`config.mk`:
```
export PLATFORM = sky130hd
export DESIGN_NAME = flash_status_host
export DESIGN_NICKNAME = d
export VERILOG_FILES = /design/src/flash_status_host.v
export VERILOG_INCLUDE_DIRS = /design/src
export SDC_FILE = /design/constraint.sdc
export NUM_CORES = 1
export LEC_CHECK = 0
export ABC_AREA = 1
export BUFFER_PORTS_ARGS = -buffer_cell sky130_fd_sc_hd__clkbuf_2
export CAP_MARGIN = 20
export CORE_UTILIZATION = 23
export CTS_CLUSTER_SIZE = 16
export DETAILED_ROUTE_END_ITERATION = 16
export PLACE_DENSITY_LB_ADDON = 0.2
export SYNTH_ARGS = -nofsm -noshare
export SYNTH_HDL_FRONTEND = slang
export SYNTH_SLANG_ARGS = --single-unit
export TNS_END_PERCENT = 10
```
`constraint.sdc`:
```
create_clock -name clk -period 5.2 [get_ports clk]
set_input_delay 1.04 -clock clk [delete_from_list [all_inputs] [get_ports clk]]
set_output_delay 1.04 -clock clk [all_outputs]
set_load 0.05 [all_outputs]
```
`src/flash_status_regs.vh`:
```
// Constants for the flash status-read host controller
`ifndef FLASH_STATUS_REGS_VH
`define FLASH_STATUS_REGS_VH
// APB register offsets (byte addresses)
`define CTRL_OFF 12'h000
`define STAT_OFF 12'h004
`define LAST_OFF 12'h008
`define RAW_OFF 12'h00C
`define POLL_OFF 12'h010
// Control register bit positions
`define CTRL_GO_BIT 0
`define CTRL_POLL_BIT 1
`define CTRL_CLR_BIT 2
`define CTRL_ERS_BIT 3
`define CTRL_PRS_BIT 4
// Status register bit positions (device side)
`define SR_READY_BIT 7
`define SR_ESUSP_BIT 6
`define SR_EFAIL_BIT 5
`define SR_PFAIL_BIT 4
`define SR_ABORT_BIT 3
`define SR_PSUSP_BIT 2
`define SR_LOCK_BIT 1
`define SR_CONT_BIT 0
// Meaningful bits: 7..1 (15:8 and 0 are masked)
`define SR_MASK 16'h00FE
// Flash command bytes
`define CMD_STATUS_READ 8'h70
`define CMD_CLEAR_STATUS 8'h71
`define CMD_ERASE_RESUME 8'h30
`define CMD_PROG_RESUME 8'h51
`define CMD_ADDR 24'h000555
// Bus timings in ns
`define T_WE_LOW_NS 35
`define T_ACC_NS 70
`define T_HIGH_NS 20
`define CLK_NS 8
`endif

```
`src/flash_status_host.v`:
```
// APB-controlled host that issues status reads to a parallel NOR flash
`timescale 1ns/1ps
`include "flash_status_regs.vh"
// What the device and this block do
// RULE1 - Device keeps a 16-bit status register for program and erase results.
// RULE2 - Host writes status-read command then performs exactly one read.
// RULE3 - Status appears at any address during that overlay read.
// RULE4 - Device leaves overlay after the single read.
// RULE5 - Host holds chip select and output enable high for the high time.
// RULE6 - Bits 15 to 8 are reserved; host masks them.
// RULE7 - Bit 7 reads 1 when idle, 0 while busy.
// RULE8 - Bits 6 to 1 valid only when ready; host disregards them when busy.
// RULE9 - Result flags: 1 fail, 0 pass; bits 5, 4, 3.
// RULE10 - Bit 6 erase suspended, bit 2 program suspended.
// RULE11 - Reset loads ready 1 and lower flags 0.
// RULE12 - Clear-status or reset clears bits 5, 4, 3, 1, 0.
// RULE13 - Starting an operation first clears status flags.
// RULE14 - Erase-resume clears the erase-suspended flag.
// RULE15 - Program-resume clears the program-suspended flag.
// RULE16 - After suspend, host reads status until ready returns 1.
// RULE17 - Program to an erase-suspended sector fails, sets program flag.
// RULE18 - Bit 1 flags a protected-sector failure of latest operation.
// RULE19 - Bit 0 is continuity pattern or reserved; host masks it.
// RULE20 - Device drives a ready/busy output.
// RULE21 - Data bits 7 and 6 show progress during array reads.
// RULE22 - Bit 7 returns inverse of programmed bit while programming.
// RULE23 - Bit 6 toggles on each read while an operation runs.
// RULE24 - Reserved bits 15 to 8 may be driven as zero.
module flash_status_host #(
  parameter WE_CYC = (`T_WE_LOW_NS + `CLK_NS - 1) / `CLK_NS,
  parameter ACC_CYC = (`T_ACC_NS + `CLK_NS - 1) / `CLK_NS,
  parameter HIGH_CYC = (`T_HIGH_NS + `CLK_NS - 1) / `CLK_NS
) (
  input wire clk,
  input wire sys_rst,
  input wire psel,
  input wire penable,
  input wire pwrite,
  input wire [11:0] paddr,
  input wire [31:0] pwdata,
  output reg [31:0] prdata,
  output reg pready,
  output reg pslverr,
  output reg [23:0] flash_addr,
  output reg [15:0] flash_dq_out,
  output reg flash_dq_oe,
  input wire [15:0] flash_dq_in,
  output reg flash_ce_n,
  output reg flash_oe_n,
  output reg flash_we_n,
  input wire ready_busy_output
);
  // ----------------------------------------------------------------
  // State and storage
  // ----------------------------------------------------------------
  localparam S_IDLE = 3'd0;
  localparam S_WR = 3'd1;
  localparam S_GAP = 3'd2;
  localparam S_RD = 3'd3;
  localparam S_DONE = 3'd4;
  localparam S_BACK = 3'd5;
  reg [2:0] state_q;
  reg [7:0] cnt_q;
  reg [7:0] cmd_q;
  reg rd_after_q;
  reg poll_q;
  reg busy_q;
  reg [15:0] last_q;
  reg [15:0] raw_q;
  reg [15:0] dq_s1_q, dq_s2_q, dq_s3_q;
  reg rb_s1_q, rb_s2_q, rb_s3_q, rb_q;
  reg [15:0] dq_q;
  wire apb_wr = psel & penable & pwrite & pready;
  wire go_req = apb_wr && paddr == `CTRL_OFF && !busy_q;

  // Three-stage pin sync; accept only when last two stages agree
  always @(posedge clk or posedge sys_rst) begin
    if (sys_rst) begin
      dq_s1_q <= 16'h0000;
      dq_s2_q <= 16'h0000;
      dq_s3_q <= 16'h0000;
      dq_q <= 16'h0000;
      // Ready is the idle level, so no false busy after reset
      rb_s1_q <= 1'b1;
      rb_s2_q <= 1'b1;
      rb_s3_q <= 1'b1;
      rb_q <= 1'b1;
    end else begin
      dq_s1_q <= flash_dq_in;
      dq_s2_q <= dq_s1_q;
      dq_s3_q <= dq_s2_q;
      rb_s1_q <= ready_busy_output;
      rb_s2_q <= rb_s1_q;
      rb_s3_q <= rb_s2_q;
      if (dq_s2_q == dq_s3_q)
        dq_q <= dq_s3_q;
      if (rb_s2_q == rb_s3_q)
        rb_q <= rb_s3_q; // RULE20
    end
  end

  // ----------------------------------------------------------------
  // APB slave: zero-wait, single-cycle pready during access
  // ----------------------------------------------------------------
  always @(posedge clk or posedge sys_rst) begin
    if (sys_rst) begin
      pready <= 1'b0;
      prdata <= 32'h00000000;
      pslverr <= 1'b0;
    end else begin
      pready <= psel & ~penable;
      pslverr <= 1'b0;
      prdata <= 32'h00000000;
      if (psel & ~penable) begin
        case (paddr)
          `CTRL_OFF: prdata <= {31'h00000000, busy_q};
          `STAT_OFF: prdata <= {23'h000000, cmd_q, rb_q};
          `LAST_OFF: prdata <= {16'h0000, last_q & `SR_MASK}; // RULE6 RULE19
          `RAW_OFF: prdata <= {16'h0000, raw_q};
          `POLL_OFF: prdata <= {31'h00000000, poll_q};
          default: pslverr <= 1'b1 & ~pwrite | pwrite;
        endcase
      end
    end
  end

  // ----------------------------------------------------------------
  // Flash bus sequencer
  // ----------------------------------------------------------------
  always @(posedge clk or posedge sys_rst) begin
    if (sys_rst) begin
      state_q <= S_IDLE;
      cnt_q <= 8'h00;
      cmd_q <= 8'h00;
      rd_after_q <= 1'b0;
      poll_q <= 1'b0;
      busy_q <= 1'b0;
      last_q <= 16'h0080;
      raw_q <= 16'h0000;
      flash_addr <= 24'h000000;
      flash_dq_out <= 16'h0000;
      flash_dq_oe <= 1'b0;
      flash_ce_n <= 1'b1;
      flash_oe_n <= 1'b1;
      flash_we_n <= 1'b1;
    end else begin
      case (state_q)
        S_IDLE: begin
          if (go_req) begin
            busy_q <= 1'b1;
            poll_q <= pwdata[`CTRL_POLL_BIT]; // RULE16
            rd_after_q <= 1'b1;
            cmd_q <= `CMD_STATUS_READ; // RULE2
            if (pwdata[`CTRL_CLR_BIT]) begin
              cmd_q <= `CMD_CLEAR_STATUS; // RULE12
              rd_after_q <= 1'b0;
            end else if (pwdata[`CTRL_ERS_BIT]) begin
              cmd_q <= `CMD_ERASE_RESUME; // RULE14
              rd_after_q <= 1'b0;
            end else if (pwdata[`CTRL_PRS_BIT]) begin
              cmd_q <= `CMD_PROG_RESUME; // RULE15
              rd_after_q <= 1'b0;
            end
            cnt_q <= WE_CYC[7:0];
            state_q <= S_WR;
          end
        end
        S_WR: begin
          // Command write cycle
          flash_addr <= `CMD_ADDR;
          flash_dq_out <= {8'h00, cmd_q};
          flash_dq_oe <= 1'b1;
          flash_ce_n <= 1'b0;
          flash_we_n <= 1'b0;
          if (cnt_q == 8'h00) begin
            flash_we_n <= 1'b1;
            flash_ce_n <= 1'b1;
            flash_dq_oe <= 1'b0;
            cnt_q <= HIGH_CYC[7:0];
            state_q <= S_GAP;
          end else
            cnt_q <= cnt_q - 8'h01;
        end
        S_GAP: begin
          // Strobes stay high for the minimum high time
          flash_ce_n <= 1'b1; // RULE5
          flash_oe_n <= 1'b1; // RULE5
          if (cnt_q == 8'h00) begin
            if (rd_after_q) begin
              cnt_q <= ACC_CYC[7:0] + 8'h03;
              state_q <= S_RD;
            end else
              state_q <= S_DONE;
          end else
            cnt_q <= cnt_q - 8'h01;
        end
        S_RD: begin
          // One read only; any address serves, device exits overlay after
          flash_addr <= 24'h000000; // RULE3 RULE4
          flash_ce_n <= 1'b0;
          flash_oe_n <= 1'b0;
          if (cnt_q == 8'h00) begin
            flash_ce_n <= 1'b1;
            flash_oe_n <= 1'b1;
            raw_q <= dq_q;
            // Lower flags only meaningful when ready
            if (dq_q[`SR_READY_BIT])
              last_q <= {8'h00, dq_q[7:0]}; // RULE8 RULE24 RULE1
            else
              last_q <= {8'h00, 1'b0, last_q[6:0]}; // RULE7
            rd_after_q <= 1'b1;
            cmd_q <= `CMD_STATUS_READ;
            // Rest high before re-polling, or the next cycle comes too soon
            cnt_q <= HIGH_CYC[7:0];
            if (poll_q && !dq_q[`SR_READY_BIT])
              state_q <= S_BACK; // RULE16
            else
              state_q <= S_DONE;
          end else
            cnt_q <= cnt_q - 8'h01;
        end
        S_BACK: begin
          // Strobes rest high before the next command write
          if (cnt_q == 8'h00) begin
            cnt_q <= WE_CYC[7:0];
            state_q <= S_WR;
          end else
            cnt_q <= cnt_q - 8'h01; // RULE5
        end
        S_DONE: begin
          busy_q <= 1'b0;
          poll_q <= 1'b0;
          state_q <= S_IDLE;
        end
        default: state_q <= S_IDLE;
      endcase
    end
  end
endmodule // flash_status_host

```
==> impl_metrics.csv <==
group,metric,value,unit
run_status,status,"complete, no violations",
final_layout,fillerInstances,2652,
pwr,power.leakage,3.51,nW
placed_design,routabilityCongestion,0.771,
detailed_routing,drt_first_pass_iters,5,
hold_path,hp-class,"register to register",
global_route,grt_antenna_before_repair,0,
final_layout,layout_common_cells,"nand2_1, dfrtp_1, clkbuf_2",
global_route,gr-usage-all-layers,0.0940,
clock_network,clockRootBuffer,"clkbuf_16",
critical_path,critPathArrivalTime,1220,ps
final_layout,area_growth,18.6,%
global_route,grt_max_degree,108,
clock_network,cts_setup_buffers,0,
critical_path,crit_type,"register to output pin",
critical_path,cp.buffers_inverters,1,
detailed_routing,drt_iter0_drc,227,
pwr,power_density,350,nW/um2
synth,syn_avg_cell_area,9.37,um2
clock_network,cts_hold_buf,0,
floorplanning,ios,144,
final_layout,antenna_cells,0,
synth,syn_area,5840,um2
floorplanning,rows,57,
synth,synth_compound_gate_area_share,0.0452,
sta,holdWs,348,ps
floorplanning,die_y,161,um
final_layout,final_common_cell,"nand2_1",
sta,grt_setup_unrepaired,"false",
hold_path,holdCritStartpoint,"dq_s1_q[13]$_DFF_PP0_",
sta,setup_tns,0,ps
sta,slew_headroom,0.584,
synth,synth_cells,623,
sta,finalSetupViolCount,0,
detailed_routing,vias,3792,
run,max_cap_viol_count,0,
global_route,grt_pass1_vias,3535,
sta,finalCriticalPeriod,2260,ps
sta,worst_pin_slew,622,ps
global_route,grt_first_pass_wirelength,18.7,mm
synth,ys_seq_area_frac,0.585,
synth,synth_top_family_by_area,"simple AND/OR/NAND/NOR gates",
critical_path,r2r-start,"cnt_q[0]$_DFFE_PP0P_",
final_layout,finalNetCount,765,
clock_network,ctsResizeCount,0,
critical_path,cp_top_family,"flip-flops",
critical_path,crit_chain,"clkbuf_2",
placed_design,dp_hpwl,7.93,mm
placed_design,portBuffers,69,
global_route,grt_use_met2,0.140,
pwr,power.total,0.00242,W
synth,ys_ff_latch,136,
critical_path,end_kind,"output pin",
floorplanning,core_area,24600,um2
critical_path,cp-start-kind,"register",
sta,max_freq,0.442,GHz
synth,synth_xor_area_frac,0.0225,
sta,clock_skew,8.36,ps
global_route,use_met3,0.0280,
clock_network,cts_tree,"done",
global_route,gr-total-overflow,0,
clock_network,clk_latency,420,ps
critical_path,cp_max_fo,2,
detailed_routing,postRouteAntennaNets,0,
pwr,irDropWorstVdd,0.136,mV
critical_path,critPathSlowestCell,"dfstp_2",
detailed_routing,vias_per_cell,3.67,
synth,yosysWarnings,0,
critical_path,critical_path.max_stage_delay,530,ps
floorplanning,die_x,161,um
clock_network,path_clk_slew,60,ps
synth,synth_fa_ha_area_frac,0.00600,
clock_network,clock_path_buffers,2,
floorplanning,start_util,0.237,
floorplanning,die-area,26000,um2
final_layout,fin_area,6920,um2
synth,yosys.area_share.simple,0.225,
final_layout,drive_above_1_share,0.199,
sta,drv_slew,0,
clock_network,cts_sinks,136,
critical_path,cp.required,4160,ps
synth,synth_cell_types,33,
sta,period_share,0.435,
critical_path,crit_path_start,"flash_oe_n$_DFFE_PP1P_",
synth,synthMuxAreaShare,0,
placed_design,placed_area,6310,um2
clock_network,htreeDepth,4,
global_route,met1_usage,0.126,
global_route,grt.busiest_layer,"met2",
clock_network,numCtsBuffers,17,
detailed_routing,drt_wl_total,11.4,mm
sta,hold_viol,0,
detailed_routing,drc,0,
detailed_routing,wl_per_cell,11.0,um
-- stage by stage --
stage,utilization,worst slack (ps),cells
final,0.281,2940,1034
after global routing,0.281,2860,1034
after CTS,0.280,2900,1033
after detailed placement,0.256,2640,1001
after global placement,0.256,2630,1001
after floorplan,-,534,668
-- worst register-to-register path: cells and delay by family, from the launching register on --
kind | cells | cell delay (ps)
AO/OA/AOI/OAI | 1 | 50
AND/OR/NAND/NOR | 5 | 800
adder cells (fa/ha/maj) | 1 | 160
flip-flops | 1 | 370
buffers and inverters | 2 | 370
-- sequential cells by signal, indices dropped and copies added (netlist names), 3 cells and up --
name,flops
cmd_q,4
cnt_q,8
dq_q,16
dq_s1_q,16
dq_s2_q,16
dq_s3_q,16
flash_dq_out,4
last_q,7
prdata,16
raw_q,16
state_q,3
-- synth_stat cells (all sizes together) --
library cell | instances | share of area
o21bai | 1 | 0.0019
nand4 | 2 | 0.0021
o21a | 1 | 0.0013
a21oi | 7 | 0.0060
nor3 | 1 | 0.00086
nor4 | 1 | 0.0011
nand2 | 188 | 0.13
dfrtp | 128 | 0.55
buf | 61 | 0.079
nand3b | 2 | 0.0026
o31ai | 1 | 0.0013
and2 | 1 | 0.0011
conb | 1 | 0.00064
ha | 2 | 0.0043
dfstp | 8 | 0.036
o21ai | 36 | 0.035
clkinv | 1 | 0.00086
nand3 | 38 | 0.033
xnor2 | 1 | 0.0015
inv | 55 | 0.036
xor2 | 14 | 0.021
nor2 | 72 | 0.056
maj3 | 1 | 0.0017
-- path summary, 6_finish.rpt --
check,endpoint,slack (ps),cells past startpoint
max in group asynchronous,rb_q$_DFFE_PP1N_,3530,4
min in group asynchronous,dq_s1_q[13]$_DFF_PP0_,520,2
worst max register to register,last_q[4]$_DFFE_PP0P_,3330,9
worst max-delay path,flash_oe_n,2940,1
worst min register to register,dq_s2_q[13]$_DFF_PP0_,350,0
worst min-delay path,dq_s2_q[13]$_DFF_PP0_,350,0
-- power by group --
| part | switching (W) | total (W) | internal, W |
|---|---|---|---|
| clock network | 0.000493 | 0.00119 | 0.000697 |
| logic | 0.000118 | 0.000142 | 0.0000240 |
| registers | 0.0000112 | 0.00109 | 0.00108 |
-- logic make-up (layout without fill, tap and decap cells) --
group / count (synthesis) / in the layout
buffers and inverters: 117 / 159
and+or+nand+nor: 305 / 305
DFF: 136 / 136
xor gates and xnor gates: 15 / 15
adders and majority gates: 3 / 3
AOI/OAI and AO/OA: 46 / 46
other: 1 / 46
-- routing by layer --
layer	up-vias	routed length, um
li1	1993	-
met1	1696	5580
met2	91	5170
met3	12	488
met4	0	150
met5	-	0
-- layout make-up --
| class | count | area, um2 | share of cell area |
|---|---|---|---|
| clock buffer | 19 | 453 | 0.0654 |
| clock inverter | 13 | 135 | 0.0195 |
| inverter | 56 | 219 | 0.0316 |
| multi-input combinational | 415 | 1920 | 0.277 |
| sequential | 136 | 3410 | 0.493 |
| tap | 324 | 405 | 0.0586 |
| timing repair buffer | 71 | 380 | 0.0549 |
Note: power is estimated with default switching activity, not from simulation.
